File: src/logic/conv_ctrl_pkg.sv
// Purpose: constants for the secondary converter control block
// Assumes: APB slave, 32-bit data, 40 MHz pclk
// Notes: offsets are byte addresses on the APB side
package conv_ctrl_pkg;
	// ****************************************
	// register map
	// ****************************************
	localparam logic [11:0] ctrl_status_addr = 12'h000;
	localparam logic [11:0] irq_status_addr = 12'h004;
	localparam logic [11:0] irq_mask_addr = 12'h008;
	localparam logic [11:0] window_addr = 12'h00C;
	localparam logic [11:0] result_addr = 12'h010;
	// ****************************************
	// field positions of the control/status register
	// ****************************************
	localparam int enable_bit = 7;
	localparam int track_mode_bit = 6;
	localparam int done_bit = 5;
	localparam int busy_bit = 4;
	localparam int source_lsb = 1;
	localparam int window_flag_bit = 0;
	localparam logic [7:0] ctrl_reset = 8'h00;
	// ****************************************
	// start sources
	// ****************************************
	localparam logic [2:0] src_software = 3'h0;
	localparam logic [2:0] src_timer3 = 3'h1;
	localparam logic [2:0] src_strobe = 3'h2;
	localparam logic [2:0] src_timer2 = 3'h3;
	// ****************************************
	// timing
	// ****************************************
	localparam int track_clocks = 3;
	localparam int sar_bits = 8;
	localparam int sar_div_reset = 4;
	// interrupt bit positions: 0 done, 1 window
	localparam int irq_done = 0;
	localparam int irq_window = 1;
	typedef enum logic [1:0] {
		st_idle = 2'b00,
		st_track = 2'b01,
		st_convert = 2'b10
	} conv_state_t;
endpackage

File: src/logic/pin_sync.sv
// Purpose: two-flop synchroniser for one pin
// Assumes: async input, pclk domain
// Notes: only the second stage is read outside
`timescale 1ns/1ps
`default_nettype none
module pin_sync (
	input wire logic pclk, // clock
	input wire logic presetn, // async reset, low
	input wire logic async_in, // pin level
	output logic sync_out // synchronised level
);
	logic meta;
	// first stage feeds only the second
	always_ff @(posedge pclk or negedge presetn) begin
		if (!presetn) begin
			meta <= 1'b0;
			sync_out <= 1'b0;
		end else begin
			meta <= async_in;
			sync_out <= meta;
		end
	end
endmodule
`default_nettype wire

File: src/logic/sar_clock_div.sv
// Purpose: converter clock tick from pclk
// Assumes: div value at least 1
// Notes: one pulse every div+1 pclk cycles
`timescale 1ns/1ps
`default_nettype none
module sar_clock_div #(
	parameter int W = 5
) (
	input wire logic pclk, // clock
	input wire logic presetn, // async reset, low
	input wire logic [W-1:0] div, // divide value
	input wire logic run, // count while high
	output logic tick // one-cycle converter tick
);
	logic [W-1:0] cnt;
	if (W < 1) begin : g_bad_width
		$error("divider width must be positive");
	end
	// restart when stopped so every conversion starts aligned
	always_ff @(posedge pclk or negedge presetn) begin
		if (!presetn) begin
			cnt <= '0;
			tick <= 1'b0;
		end else if (!run) begin
			cnt <= '0;
			tick <= 1'b0;
		end else if (cnt >= div) begin
			cnt <= '0;
			tick <= 1'b1;
		end else begin
			cnt <= cnt + 1'b1;
			tick <= 1'b0;
		end
	end
endmodule
`default_nettype wire

File: src/logic/sar_adc_conversion_control.sv
// Purpose: start, track and status control of the secondary converter
// Assumes: APB slave, timers pulse one pclk on overflow
// Notes: analog path outside; result and comparator flags are inputs
//
// Operation
// - normal mode tracks unless converting
// - done flag sticky, software clears
// - busy reads one while converting
// - done set as busy falls
// - busy write one starts only source 000
// - normal mode source 000 software start
// - source 010 starts on strobe rise
// - source 011 starts on timer 2
// - source 1xx follows primary start
// - delayed mode tracks three clocks first
// - delayed 010 tracks while strobe low
// - window flag sticky until cleared
//
// The implementer's own choices: register access over APB and the register addresses.
`timescale 1ns/1ps
`default_nettype none
module sar_adc_conversion_control
	import conv_ctrl_pkg::*;
#(
	parameter int DIV_W = 5
) (
	input wire logic pclk, // clock 40 MHz
	input wire logic presetn, // async reset, low
	input wire logic psel, // apb select
	input wire logic penable, // apb enable
	input wire logic pwrite, // apb direction
	input wire logic [11:0] paddr, // apb address
	input wire logic [31:0] pwdata, // apb write data
	output logic [31:0] prdata, // apb read data
	output logic pready, // apb ready
	output logic pslverr, // apb error
	input wire logic ext_convert_strobe_a, // strobe pin a
	input wire logic ext_convert_strobe_b, // strobe pin b
	input wire logic timer2_overflow, // timer 2 pulse
	input wire logic timer3_overflow, // timer 3 pulse
	input wire logic primary_start, // primary busy write one pulse
	input wire logic [7:0] sar_result, // result from comparator array
	input wire logic window_hit, // window compare true for result
	output logic converter_power, // analog bias on
	output logic track_enable, // sample switch closed
	output logic convert_active, // sar running
	output logic result_valid, // one-cycle result strobe
	output logic irq // level interrupt
);
	import conv_ctrl_pkg::*;

	// ****************************************
	// declarations
	// ****************************************
	logic converter_enable;
	logic track_mode_select;
	logic conversion_done_flag;
	logic window_match_flag;
	logic [2:0] start_source_select;
	logic [DIV_W-1:0] sar_div;
	logic [1:0] irq_status;
	logic [1:0] irq_mask;
	logic [7:0] result;
	conv_state_t state;
	logic [3:0] step;
	logic sar_tick;
	logic strobe_a_s;
	logic strobe_b_s;
	logic strobe_any_d;
	logic strobe_any;
	logic strobe_rise;
	logic wr;
	logic rd;
	logic sw_start;
	logic start_req;
	logic done_event;
	logic window_event;
	logic conversion_busy;

	if (DIV_W < 1 || DIV_W > 8) begin : g_bad_div
		$error("DIV_W out of range");
	end

	// ****************************************
	// pin synchronisers and strobe edge
	// ****************************************
	pin_sync u_sync_a (
		.pclk(pclk),
		.presetn(presetn),
		.async_in(ext_convert_strobe_a),
		.sync_out(strobe_a_s)
	);
	pin_sync u_sync_b (
		.pclk(pclk),
		.presetn(presetn),
		.async_in(ext_convert_strobe_b),
		.sync_out(strobe_b_s)
	);
	// either strobe counts; rise of the combined level
	assign strobe_any = strobe_a_s | strobe_b_s;
	always_ff @(posedge pclk or negedge presetn) begin
		if (!presetn) begin
			strobe_any_d <= 1'b0;
		end else begin
			strobe_any_d <= strobe_any;
		end
	end
	assign strobe_rise = strobe_any & ~strobe_any_d;

	// ****************************************
	// bus decode
	// ****************************************
	assign wr = psel & penable & pwrite;
	assign rd = psel & ~penable & ~pwrite;
	// busy write one only starts from source 000; a disabling write never starts
	assign sw_start = wr && paddr == ctrl_status_addr
		&& pwdata[busy_bit] && pwdata[enable_bit]
		&& start_source_select == src_software;

	// start source selection
	always_comb begin
		start_req = 1'b0;
		if (start_source_select[2]) begin
			start_req = primary_start;
		end else begin
			case (start_source_select)
				src_software: start_req = sw_start;
				src_timer3: start_req = timer3_overflow;
				src_strobe: start_req = strobe_rise;
				src_timer2: start_req = timer2_overflow;
				default: start_req = 1'b0;
			endcase
		end
	end

	// ****************************************
	// conversion sequencer
	// ****************************************
	sar_clock_div #(
		.W(DIV_W)
	) u_div (
		.pclk(pclk),
		.presetn(presetn),
		.div(sar_div),
		.run(state != st_idle),
		.tick(sar_tick)
	);

	// strobe starts in delayed mode convert at once: tracking was the low phase
	always_ff @(posedge pclk or negedge presetn) begin
		if (!presetn) begin
			state <= st_idle;
			step <= 4'h0;
		end else if (!converter_enable) begin
			state <= st_idle;
			step <= 4'h0;
		end else begin
			case (state)
				st_idle: begin
					step <= 4'h0;
					if (start_req) begin
						if (track_mode_select
							&& start_source_select != src_strobe) begin
							state <= st_track;
						end else begin
							state <= st_convert;
						end
					end
				end
				st_track: begin
					if (sar_tick) begin
						if (step == 4'(track_clocks - 1)) begin
							step <= 4'h0;
							state <= st_convert;
						end else begin
							step <= step + 4'h1;
						end
					end
				end
				st_convert: begin
					if (sar_tick) begin
						if (step == 4'(sar_bits - 1)) begin
							step <= 4'h0;
							state <= st_idle;
						end else begin
							step <= step + 4'h1;
						end
					end
				end
				default: begin
					state <= st_idle;
				end
			endcase
		end
	end
	assign conversion_busy = (state != st_idle);
	// busy falls on the edge after this cycle
	assign done_event = state == st_convert && sar_tick
		&& step == 4'(sar_bits - 1);
	assign window_event = done_event & window_hit;

	// ****************************************
	// analog control outputs
	// ****************************************
	always_ff @(posedge pclk or negedge presetn) begin
		if (!presetn) begin
			converter_power <= 1'b0;
			track_enable <= 1'b0;
			convert_active <= 1'b0;
			result_valid <= 1'b0;
		end else begin
			converter_power <= converter_enable;
			// drops with power on disable, on the same edge that state leaves convert
			convert_active <= converter_enable && state == st_convert;
			result_valid <= done_event;
			if (!converter_enable) begin
				track_enable <= 1'b0;
			end else if (!track_mode_select) begin
				track_enable <= state != st_convert;
			end else if (start_source_select == src_strobe) begin
				track_enable <= !strobe_any && state == st_idle;
			end else begin
				track_enable <= state == st_track;
			end
		end
	end

	// ****************************************
	// result capture
	// ****************************************
	always_ff @(posedge pclk or negedge presetn) begin
		if (!presetn) begin
			result <= 8'h00;
		end else if (done_event) begin
			result <= sar_result;
		end
	end

	// ****************************************
	// control register
	// ****************************************
	// software may clear a flag by writing zero; an event that cycle wins
	always_ff @(posedge pclk or negedge presetn) begin
		if (!presetn) begin
			converter_enable <= ctrl_reset[enable_bit];
			track_mode_select <= ctrl_reset[track_mode_bit];
			conversion_done_flag <= ctrl_reset[done_bit];
			window_match_flag <= ctrl_reset[window_flag_bit];
			start_source_select <= ctrl_reset[source_lsb +: 3];
		end else begin
			if (wr && paddr == ctrl_status_addr) begin
				converter_enable <= pwdata[enable_bit];
				track_mode_select <= pwdata[track_mode_bit];
				start_source_select <= pwdata[source_lsb +: 3];
			end
			if (done_event) begin
				conversion_done_flag <= 1'b1;
			end else if (wr && paddr == ctrl_status_addr) begin
				conversion_done_flag <= pwdata[done_bit];
			end
			if (window_event) begin
				window_match_flag <= 1'b1;
			end else if (wr && paddr == ctrl_status_addr) begin
				window_match_flag <= pwdata[window_flag_bit];
			end
		end
	end

	// divider and mask registers
	always_ff @(posedge pclk or negedge presetn) begin
		if (!presetn) begin
			sar_div <= DIV_W'(sar_div_reset);
			irq_mask <= 2'h0;
		end else if (wr && paddr == window_addr) begin
			sar_div <= pwdata[DIV_W-1:0];
		end else if (wr && paddr == irq_mask_addr) begin
			irq_mask <= pwdata[1:0];
		end
	end

	// ****************************************
	// interrupt status, write one to clear
	// ****************************************
	always_ff @(posedge pclk or negedge presetn) begin
		if (!presetn) begin
			irq_status <= 2'h0;
		end else begin
			for (int i = 0; i < 2; i++) begin
				if ((i == irq_done && done_event)
					|| (i == irq_window && window_event)) begin
					irq_status[i] <= 1'b1;
				end else if (wr && paddr == irq_status_addr && pwdata[i]) begin
					irq_status[i] <= 1'b0;
				end
			end
		end
	end
	always_ff @(posedge pclk or negedge presetn) begin
		if (!presetn) begin
			irq <= 1'b0;
		end else begin
			irq <= |(irq_status & irq_mask);
		end
	end

	// ****************************************
	// apb read path, no wait state
	// ****************************************
	always_ff @(posedge pclk or negedge presetn) begin
		if (!presetn) begin
			prdata <= 32'h0000_0000;
			pready <= 1'b0;
			pslverr <= 1'b0;
		end else begin
			pready <= psel & ~penable;
			pslverr <= 1'b0;
			if (psel & ~penable) begin
				case (paddr)
					ctrl_status_addr, irq_status_addr, irq_mask_addr,
					window_addr, result_addr: pslverr <= 1'b0;
					default: pslverr <= 1'b1;
				endcase
			end
			if (rd) begin
				case (paddr)
					ctrl_status_addr: prdata <= {24'h000000,
						converter_enable, track_mode_select,
						conversion_done_flag, conversion_busy,
						start_source_select, window_match_flag};
					irq_status_addr: prdata <= {30'h0, irq_status};
					irq_mask_addr: prdata <= {30'h0, irq_mask};
					window_addr: prdata <= {{(32-DIV_W){1'b0}}, sar_div};
					result_addr: prdata <= {24'h000000, result};
					default: prdata <= 32'h0000_0000;
				endcase
			end
		end
	end
endmodule
`default_nettype wire

File: config.mk
export PLATFORM = sky130hd
export DESIGN_NAME = sar_adc_conversion_control
export DESIGN_NICKNAME = d
export VERILOG_FILES = /design/src/logic/conv_ctrl_pkg.sv /design/src/logic/pin_sync.sv /design/src/logic/sar_clock_div.sv /design/src/logic/sar_adc_conversion_control.sv
export SDC_FILE = /design/constraint.sdc
export NUM_CORES = 1
export LEC_CHECK = 0
export BUFFER_PORTS_ARGS = -buffer_cell sky130_fd_sc_hd__buf_2
export CORE_AREA = 3 3 81 83
export CTS_BUF_LIST = sky130_fd_sc_hd__clkbuf_8 sky130_fd_sc_hd__clkbuf_16
export DETAILED_ROUTE_END_ITERATION = 10
export DIE_AREA = 0 0 84 86
export PLACE_DENSITY = 0.78
export SETUP_SLACK_MARGIN = 0.1
export SYNTH_ARGS = -nofsm -noshare
export SYNTH_HDL_FRONTEND = slang
export SYNTH_SLANG_ARGS = --single-unit
File: constraint.sdc
create_clock -name pclk -period 2.4 [get_ports pclk]
set_input_delay 0.48 -clock pclk [delete_from_list [all_inputs] [get_ports pclk]]
set_output_delay 0.48 -clock pclk [all_outputs]
set_load 0.01 [all_outputs]
# [Word-level counts from Yosys, hierarchy flattened]
# Index checks and enable logic that the tools add are counted.
[op_classes] n_addsub=2 n_mul=0 n_div=0 magnitude_cmp=1 n_eq_ne=19 n_shift=0 mux=34 n_bitwise=12 n_reduce_logical=28
[op_table] cell="$pmux 8 s5" n=1
[op_table] cell="$eq 12x4->1 const B" n=2
[op_table] cell="$mux 4" n=5
[op_table] cell="$mux 1" n=16
[op_table] cell="$logic_and 1x1->1" n=14
[op_table] cell="$mux 2" n=7
[op_table] cell="$eq 12x3->1 const B" n=1
[op_table] cell="$eq 12x5->1 const B" n=1
[op_table] cell="$logic_not 12->1" n=1
[op_table] cell="$pmux 4 s3" n=1
[op_table] cell="$mux 5" n=2
[op_table] cell="$reduce_bool 2->1" n=5
[op_table] cell="$ne 3x2->1 const B" n=3
[op_table] cell="$ne 3x3->1 const B" n=3
[op_table] cell="$and 1x1->1" n=6
[op_table] cell="$eq 3x2->1 const B" n=2
[op_table] cell="$pmux 2 s3" n=1
[op_table] cell="$add 5x1->5 const B" n=1
[op_table] cell="$ge 5x5->1" n=1
[op_table] cell="$reduce_and 5->1" n=1
[op_table] cell="$reduce_or 5->1" n=1
[op_table] cell="$add 4x1->4 const B" n=1
[op_table] cell="$eq 4x2->1 const B" n=1
[op_table] cell="$eq 4x3->1 const B" n=1
[op_table] cell="other kinds (15)" n=18
[word_totals] reg_bits=80 latchBits=0 ramBits=0 mem_bits_ro=0 input_bits=63 output_inout_bits=39 elab_cells=123 n_memories=0

# [Depth between registers and ports, before layout]
# Gate-level depths: netlist of run 1.
[depth] depth_word=11 mapped_depth=8 ltp_nobuf=7

# [By module]
# From an unflattened synthesis of run 1, not the netlist that was laid out.
[hier_totals] hier_cells=299 hier_area_um2=3007.9
[by_module_without_submodules] module="sar_adc_conversion_control" n_inst=1 cells_each=259 area_per_inst_um2=2548.7 seq_area_each_um2=1152.4
[by_module_without_submodules] module="sar_clock_div" n_inst=1 cells_each=36 area_per_inst_um2=359.1 seq_area_each_um2=150.1
[by_module_without_submodules] module="pin_sync" n_inst=2 cells_each=2 area_per_inst_um2=50.0 seq_area_each_um2=50.0

# [Worst setup path before layout of run 1]
# Ideal clock, no wire load.
[synth_timing] kind="input port to flip-flop" start="in paddr[2]" end="reg converter_enable" setup_ns=0.125 arrival_time_ns=1.669 t_required_ns=2.275 slack_ns=0.606 cell_stages=5 n_path_buf=2 path_cell_list="buf_6 -> or2_2 -> clkbuf_1 -> nor2_2 -> mux2_2"
[synth_via] elab_chain_cells=2
[synth_rtl] item="from (decl)" line_no="sar_adc_conversion_control.sv:32" rtl="input wire logic [11:0] paddr,"
[synth_rtl] item="$logic_not 12->1" line_no="sar_adc_conversion_control.sv:251" rtl="if (wr && paddr == ctrl_status_addr) begin"
[synth_rtl] item="$logic_and 1x1->1" line_no="sar_adc_conversion_control.sv:251"
[synth_rtl] item="to (signal assigned)" line_no="sar_adc_conversion_control.sv:245" rtl="converter_enable <= ctrl_reset[enable_bit];"
[synth_rtl] item="to (signal assigned)" line_no="sar_adc_conversion_control.sv:252" rtl="converter_enable <= pwdata[enable_bit];"
[synth_rtl] item="to (decl)" line_no="sar_adc_conversion_control.sv:55" rtl="logic converter_enable;"
# No other way between the ends.
# A chain may end at the register's enable or synchronous reset.

# [Final worst setup path of run 1]
[layout_timing] start="reg state[0]" end="reg step[1]"
[layout_via] elab_chain_cells=3 elab_cells_between_ends=9 cone_classes="5 x eq/ne; 2 x mux; 2 x reduce/logical"
[layout_rtl] item="from (decl)" line_no="sar_adc_conversion_control.sv:64" rtl="conv_state_t state;"
[layout_rtl] item="from (signal assigned)" line_no="sar_adc_conversion_control.sv:152" rtl="state <= st_idle;"
[layout_rtl] item="from (signal assigned)" line_no="sar_adc_conversion_control.sv:155" rtl="state <= st_idle;"
[layout_rtl] item="from (signal assigned)" line_no="sar_adc_conversion_control.sv:164" rtl="state <= st_track;"
[layout_rtl] item="$eq 2x2->1 (tied with other cells)" line_no="sar_adc_conversion_control.sv:158" rtl="case (state)"
[layout_rtl] item="$ne 4x1->1 (no source line) (tied with other cells)"
[layout_rtl] item="$reduce_and 3->1 (no source line) or $mux 4 (tied branches)"
[layout_rtl] item="to (signal assigned)" line_no="sar_adc_conversion_control.sv:176" rtl="step <= step + 4'h1;"
[layout_rtl] item="to (signal assigned)" line_no="sar_adc_conversion_control.sv:186" rtl="step <= step + 4'h1;"
[layout_rtl] item="to (decl)" line_no="sar_adc_conversion_control.sv:65" rtl="logic [3:0] step;"
# Parallel ways exist; a longest one is shown, timed or not.

==> metrics.yaml, run 1 <==
clock_path_buffers: 2
synth_seq_cells: 56
max_freq_mhz: 506
cts-resized-gates: 0
cp-end-kind: "flip-flop"
placed_cells: 411
start_util: 0.489
via_count: 2095
total_power_uw: 1570
gp_congestion: 0.842
antenna_found_initial: 0
synth_cell_types: 50
critPathLaunchType: "flip-flop"
async_flop_share: 1.00
die_width_um: 84
via_per_inst: 5.00
ir_worst_vdd_mv: 0.271
ys_warn_count: 0
path_class: "reg2reg"
setup_tns_ns: 0
worst_pin_slew_ns: 0.605
cts_tree: "done"
netlist_instances: 287
drv_cap: 0
yosys-top-cells-area: "dfrtp_1 (48%), nand2_1 (6.6%), buf_4 (6.2%)"
drcViolationCount: 0
cts_hold_buf: 0
clock_sinks: 56
clk_pin_slew_worst_paths_ns: 0.10
drive_gt1_frac: 0.253
globalRouteMet1Util: 0.198
drt-total-wl_mm: 5.47
relSlewSlack: 0.597
synthTopCellsByCount: "dfrtp_1 (55), nand2_1 (51), buf_4 (24), nor2_1 (18), inv_1 (14)"
grt_max_degree: 31
fin_crit_ns: 1.98
numCtsBuffers: 5
dpl.hpwl_mm: 4.34
synth.largest_area_cell: "dfrtp_1"
powerDensity_nw_per_um2: 482
yosysSeqAreaShare: 0.484
rsz0062_at_grt: "false"
hold_violations: 0
drtIter0Drc: 71
drv_slew: 0
grt_pass1_wl_mm: 9.32
yosysMostFrequentCell: "dfrtp_1"
io_pins: 102
fin_cells: 419
fill_cells: 528
critPathRequiredTime_ns: 2.59
outcome: "finished clean"
core_area_sq_um: 5920
synth_top_area_frac: 0.475
synth.avg_cell_area_sq_um: 10.1
dieHeight_um: 86
grt_busiest_layer: "met2"
cts_root_buffer: "clkbuf_8"
grt_pass1_vias: 2045
fin_crit_sh: 0.823
ant_nets: 0
finClkSkew_ns: 0.00762
syn_area_sq_um: 2900
overflow: 0
dr.pass1.iters: 6
p_leak_uw: 0.00165
postCtsSetupBuffers: 0
gr-usage-met3: 0.0403
setup_violations: 0
worstSkewPairLatency_ns: 0.30
syn_to_final_growth_pct: 12.5
rows: 28
grt_util_met2: 0.275
path_max_fanout: 6
cts_max_level: 2
synth_edf_count: 0
synth_ff_type: "dfrtp_1"
wl_per_cell_um: 13.1
hold_class: "in2async"
port_buffers: 53
antenna_cells: 0
layout.nets: 417
track_usage: 0.158
die-area_sq_um: 7220
worstPathArrival_ns: 2.17
## path summary, 6_finish.rpt
path,start,to,slack [ns],cells after the start
worst max-delay path,state[0]$_DFFE_PN0P_,step[1]$_DFFE_PN0P_,0.42,5
worst min-delay path,presetn,start_source_select[2]$_DFFE_PN0P_,0.17,1
worst max register to register,state[0]$_DFFE_PN0P_,step[1]$_DFFE_PN0P_,0.42,5
worst min register to register,u_sync_a.meta$_DFF_PN0_,u_sync_a.sync_out$_DFF_PN0_,0.35,0
max in group asynchronous,presetn,track_mode_select$_DFFE_PN0P_,1.67,2
min in group pclk,ext_convert_strobe_a,u_sync_a.meta$_DFF_PN0_,0.28,1
## stage by stage
step / util / hold slack, ns / area (sq um) / worst slack [ns]
2_1_floorplan: - / 0.184 / 2980 / 0.606
3_3_place_gp: 0.535 / 0.333 / 3170 / 0.346
3_5_place_dp: 0.535 / 0.335 / 3170 / 0.320
4_1_cts: 0.551 / 0.195 / 3260 / 0.407
5_1_grt: 0.551 / 0.223 / 3260 / 0.294
6_report: 0.551 / 0.174 / 3260 / 0.424
## critical path, cell delays in order, from the launching register on
cell      delay [ns]
dfrtp_1         0.37
inv_1           0.07
ha_1            0.27
or2_2           0.35
o211ai_1        0.41
mux2_2          0.39
## state kept, by name, summed over array words and instances (netlist names), 2 cells and up
name                 cells
irq_mask                 2
irq_status               2
prdata                   8
result                   8
sar_div                  5
start_source_select      3
state                    2
step                     4
u_div.cnt                5
## where the power goes
group / leakage, uW / switching (uW) / internal [uW]
registers: 0.000696 / 2.24 / 949
clock network: 0.0000404 / 299 / 207
logic: 0.000915 / 71.5 / 42.9
total: 0.00165 / 373 / 1200
## layout by cell type (no fill, tap or decap), types with 3 or more instances in the layout
cell type	instances
clkbuf_8	5
nor2b_1	4
conb_1	24
ha_1	11
o21ai_0	12
buf_4	4
nor2_1	18
nor3b_1	3
or2_2	4
a21oi_1	5
mux2_2	9
nand2_1	51
inv_1	14
nand3_1	4
nor3_1	3
mux2i_1	10
buf_2	53
dfrtp_1	55
o31ai_1	4
nand2b_1	5
a21o_1	4
## layout make-up
type / instances / area (sq um) / share of cell area
multi-input cells: 208 / 1300 / 0.400
repair buffers: 58 / 315 / 0.0967
clock buffers: 5 / 68.8 / 0.0211
inverters: 14 / 52.6 / 0.0161
clock inverters: 3 / 23.8 / 0.00729
well taps: 75 / 93.8 / 0.0288
flip-flops and latches: 56 / 1400 / 0.430
## kinds of logic after synthesis
group,after synthesis,share of synthesized area
AOI/OAI and AO/OA,43,0.103
DFF,56,0.484
adders and majority gates,11,0.0475
muxes,21,0.0851
buffers and inverters,46,0.0959
other,1,0.00129
and+or+nand+nor,106,0.174
xor gates and xnor gates,3,0.00907
## layer usage
layer,routed length [um],share of wire,up-vias
li1,-,-,1046
met1,2410,0.44,989
met2,2670,0.49,54
met3,334,0.061,6
met4,58,0.011,0
met5,0,0,-
No activity file was read; power rests on OpenSTA's default activity.
==> run 2: changes to the inputs <==
- CORE_AREA: 3 3 81 83 -> 3 3 85 87
- DIE_AREA: 0 0 84 86 -> 0 0 88 90
- PLACE_DENSITY: 0.78 -> 0.74
- clock period: 2.4 -> 1.8 ns (I/O delays scaled with it)
==> metrics.yaml, run 2 (same netlist as run 1, synthesis figures left out) <==
outcome: "finished clean"
via_per_inst: 5.12
port_buffers: 53
die-area_sq_um: 7920
placed_cells: 424
relSlewSlack: 0.613
antenna_found_initial: 0
core_area_sq_um: 6420
fin_cells: 440
antenna_cells: 0
cts_tree: "done"
final_common_cell: "dfrtp_1"
worstSkewPairLatency_ns: 0.31
hold_class: "in2async"
drcViolationCount: 0
layout.nets: 436
critPathRequiredTime_ns: 2.03
drv_slew: 0
grt_pass1_vias: 2138
drv_cap: 0
top_regs: "prdata x8, result x8"
die_width_um: 88
worst_pin_slew_ns: 0.581
drive_gt1_frac: 0.333
drt-total-wl_mm: 6.54
fin_crit_sh: 0.977
grt_max_degree: 26
switchingPower_uw: 505
rows: 29
drtIter0Drc: 103
start_util: 0.451
total_power_uw: 2240
dpl.hpwl_mm: 4.76
ir_worst_vdd_mv: 0.462
multi_input_area_sq_um: 1450
clk_pin_slew_worst_paths_ns: 0.10
path_class: "reg2reg"
clock_path_buffers: 2
numCtsBuffers: 5
dp_worst_setup_slack_ns: -0.123
hold_violations: 0
overflow: 0
critPathLaunchType: "flip-flop"
fin_util: 0.556
io_pins: 102
track_usage: 0.160
switching_share: 0.225
dieHeight_um: 90
path_max_fanout: 5
p_leak_uw: 0.00179
worstPathArrival_ns: 1.99
seq_power_share: 0.566
layout_common_cells: "dfrtp_1 (55), buf_2 (53), nand2_1 (51)"
dr.pass1.iters: 4
grt_pass1_wl_mm: 10.2
syn_to_final_growth_pct: 23.2
seq_area_sq_um: 1400
wl_per_cell_um: 14.9
finClkSkew_ns: 0.0143
clock_sinks: 56
cts_root_buffer: "clkbuf_8"
rsz0062_at_grt: "true"
setup_violations: 0
p_clk_frac: 0.360
max_freq_mhz: 568
cp-end-kind: "flip-flop"
cts_max_level: 2
powerDensity_nw_per_um2: 628
cts_hold_buf: 0
via_count: 2254
combPwrFrac: 0.074
fin_ws_ns: 0.0410
p_int_uw: 1740
gp_congestion: 0.784
fin_crit_ns: 1.76
ant_nets: 0
fill_cells: 559
[run 2: repair_timing]
item                       CTS  global route
gates resized for setup      4            22
pin swaps                    2             9
setup endpoints to repair    7            15
setup buffers                1             7
[run 2: path summary, 6_finish.rpt]
path,from,to,slack (ns),cells past startpoint
min in group pclk,ext_convert_strobe_a,u_sync_a.meta$_DFF_PN0_,0.16,1
max in group asynchronous,presetn,irq$_DFF_PN0_,1.22,2
min,presetn,sar_div[3]$_DFFE_PN0P_,0.04,1
max,sar_div[0]$_DFFE_PN0P_,u_div.cnt[4]$_DFF_PN0_,0.04,6
min reg2reg,u_sync_b.meta$_DFF_PN0_,u_sync_b.sync_out$_DFF_PN0_,0.36,0
max reg2reg,sar_div[0]$_DFFE_PN0P_,u_div.cnt[4]$_DFF_PN0_,0.04,6
[run 2: layer usage]
metal  track usage  up-vias  wire [um]
met5             0        -          0
met4        0.0384        0        106
met3        0.0356       15        369
met2         0.262       80       3200
met1         0.214     1070       2860
li1              -     1089          -
[run 2: layout make-up]
class | instances | area share
Multi-Input combinational cell | 208 | 0.407
Sequential cell | 56 | 0.393
Timing Repair Buffer | 77 | 0.128
Tap cell | 77 | 0.0270
Clock buffer | 5 | 0.0193
Inverter | 14 | 0.0147
Clock inverter | 3 | 0.0109
[run 2: per-stage QoR]
step | hold slack (ns) | area, sq um | setup TNS [ns]
finish | 0.0434 | 3570 | 0
global route | 0.0756 | 3570 | -0.316
CTS | 0.0562 | 3400 | 0
detailed placement | 0.338 | 3260 | -0.825
global placement | 0.335 | 3260 | -0.571
floorplan | 0.0644 | 2990 | 0
[run 2: worst max-delay path: stages, from the launching register on]
cell	delay [ns]
dfrtp_1	0.39
ha_1	0.29
nand2b_4	0.13
a21o_1	0.16
a21o_1	0.19
o41a_1	0.40
nor2_1	0.12
[run 2: power groups by stage]
stage	sequential, uW	clock, uW	combinational (uW)
2_1_floorplan	1290	0	106
3_3_place_gp	1290	0	160
3_5_place_dp	1290	0	163
4_1_cts	1270	834	163
5_1_grt	1270	891	187
6_report	1270	808	167
==> run 3: changes to the inputs <==
- CORE_AREA: 3 3 85 87 -> 3 3 61 120
- DIE_AREA: 0 0 88 90 -> 0 0 64 123
- HOLD_SLACK_MARGIN: unset -> 0.15
==> metrics.yaml, run 3 (same netlist as run 1, synthesis figures left out) <==
die-area_sq_um: 7870
dpl.hpwl_mm: 4.80
cts_root_buffer: "clkbuf_16"
port_buffers: 53
crit_path_frequent_cell: "a21o_1"
hold_violations: 0
numCtsBuffers: 5
cp-end-kind: "flip-flop"
ir_worst_vdd_mv: 0.605
dieHeight_um: 123
clock_path_buffers: 2
io_pins: 102
total_power_uw: 2420
setup_violations: 0
r2r-end: "u_div.cnt[2]$_DFF_PN0_"
via_per_inst: 4.98
drv_cap: 0
drcViolationCount: 0
outcome: "finished clean"
start_util: 0.441
critPathRequiredTime_ns: 2.03
drv_slew: 0
whs_endpoint: "u_sync_a.meta$_DFF_PN0_"
drtIter0Drc: 70
fin_crit_ns: 1.75
grt_max_degree: 57
critPathLaunchType: "flip-flop"
fin_crit_sh: 0.971
reg2reg_depth: 6
cp_slowest_cell: "dfrtp_1"
path_cells: "ha_1 > nand2b_4 > a21o_1 > a21o_1 > o41a_1 > nor2_1"
core_area_sq_um: 6570
drive_gt1_frac: 0.325
fin_cells: 448
grt_pass1_vias: 2229
top_regs: "prdata x8, result x8"
die_width_um: 64
antenna_cells: 0
worstPathArrival_ns: 1.98
drt-total-wl_mm: 6.42
track_usage: 0.171
syn_to_final_growth_pct: 23.1
clock_sinks: 56
layout.nets: 433
critPathTopFamily: "compound AO/OA/AOI/OAI gates"
p_leak_uw: 0.00180
hold_class: "in2reg"
cts_tree: "done"
rows: 42
hold_depth: 1
clk_pin_slew_worst_paths_ns: 0.07
path_buf_inv: 0
overflow: 0
placed_cells: 434
wl_per_cell_um: 14.3
path_max_fanout: 5
gp_congestion: 0.883
antenna_found_initial: 0
rsz0062_at_grt: "true"
rr_startpoint: "sar_div[0]$_DFFE_PN0P_"
ant_nets: 0
via_count: 2232
path_class: "reg2reg"
grt_pass1_wl_mm: 10.1
max_freq_mhz: 572
finClkSkew_ns: 0.00934
final_common_cell: "dfrtp_1"
min-delay-start: "ext_convert_strobe_a"
cts_max_level: 2
worstSkewPairLatency_ns: 0.30
powerDensity_nw_per_um2: 680
max_stage_delay_ns: 0.39
dr.pass1.iters: 4
layout_common_cells: "dfrtp_1 (55), buf_2 (53), nand2_1 (51)"
r2r_slack_ns: 0.05
-- run 3: cell count changes in the layout (fill, tap and decap cells not counted), moves of 2 or more --
cell	change
buf_4	-5
clkbuf_16	+5
clkbuf_8	-4
ha_4	-2
o21ai_0	+2
o21ai_1	-2
o311ai_2	+2
o311ai_4	-2
-- run 3: final cells by class --
class                      count  area, sq um
fill                         591         3000
inverter                      14         52.6
sequential                    56         1400
multi-input combinational    208         1410
tap                           88          110
clock buffer                   6          139
clock inverter                 2         7.51
timing repair buffer          74          442
-- run 3: worst register-to-register path: stages, from the launching register on --
cell and delay (ns):
dfrtp_1 0.39, ha_1 0.29, nand2b_4 0.13, a21o_1 0.17, a21o_1 0.19, o41a_1 0.38
nor2_1 0.12
-- run 3: power breakdown --
group	switching, uW	internal (uW)	total, uW
Combinational	101	64.5	165
Sequential	2.62	1270	1270
Clock	443	545	989
-- run 3: metrics by stage --
step / utilization / hold WS (ns) / area (sq um) / setup TNS, ns / worst slack [ns]
floorplan: - / 0.0644 / 2990 / 0 / 0.126
detailed placement: 0.497 / 0.336 / 3270 / -0.850 / -0.152
global placement: 0.497 / 0.334 / 3270 / -0.461 / -0.102
finish: 0.543 / 0.162 / 3570 / 0 / 0.0531
global route: 0.543 / 0.152 / 3570 / -0.0859 / -0.0302
CTS: 0.529 / 0.159 / 3470 / 0 / 0.0310
-- run 3: how the worst max path moves through the flow --
stage                                              end  slack (ns)              startpoint  depth (start not counted)
after floorplan           converter_enable$_DFFE_PN0P_        0.13                paddr[2]                          5
after global placement            state[0]$_DFFE_PN0P_       -0.10                paddr[7]                          6
after detailed placement          state[0]$_DFFE_PN0P_       -0.15                paddr[7]                          6
after CTS                       u_div.cnt[2]$_DFF_PN0_        0.03  sar_div[0]$_DFFE_PN0P_                          6
after global routing            u_div.cnt[2]$_DFF_PN0_       -0.03  sar_div[0]$_DFFE_PN0P_                          6
final                           u_div.cnt[2]$_DFF_PN0_        0.05  sar_div[0]$_DFFE_PN0P_                          6
-- run 3: repair_timing --
action / in CTS / in global routing
endpoints found under the setup margin: 6 / 11
cloned: 0 / 0
hold buffers: 1 / 0
gates resized for setup: 4 / 17
endpoints found under the hold margin: 55 / 0
buffers inserted: 3 / 2
pin swaps: 2 / 5
-- run 3: metal layers --
layer,share of wire,vias to the layer above,wire [um],track usage
met4,0.040,0,259,0.114
met5,0,-,0,0
met1,0.37,1075,2380,0.161
li1,-,1076,-,-
met2,0.54,66,3480,0.314
met3,0.048,15,307,0.0445
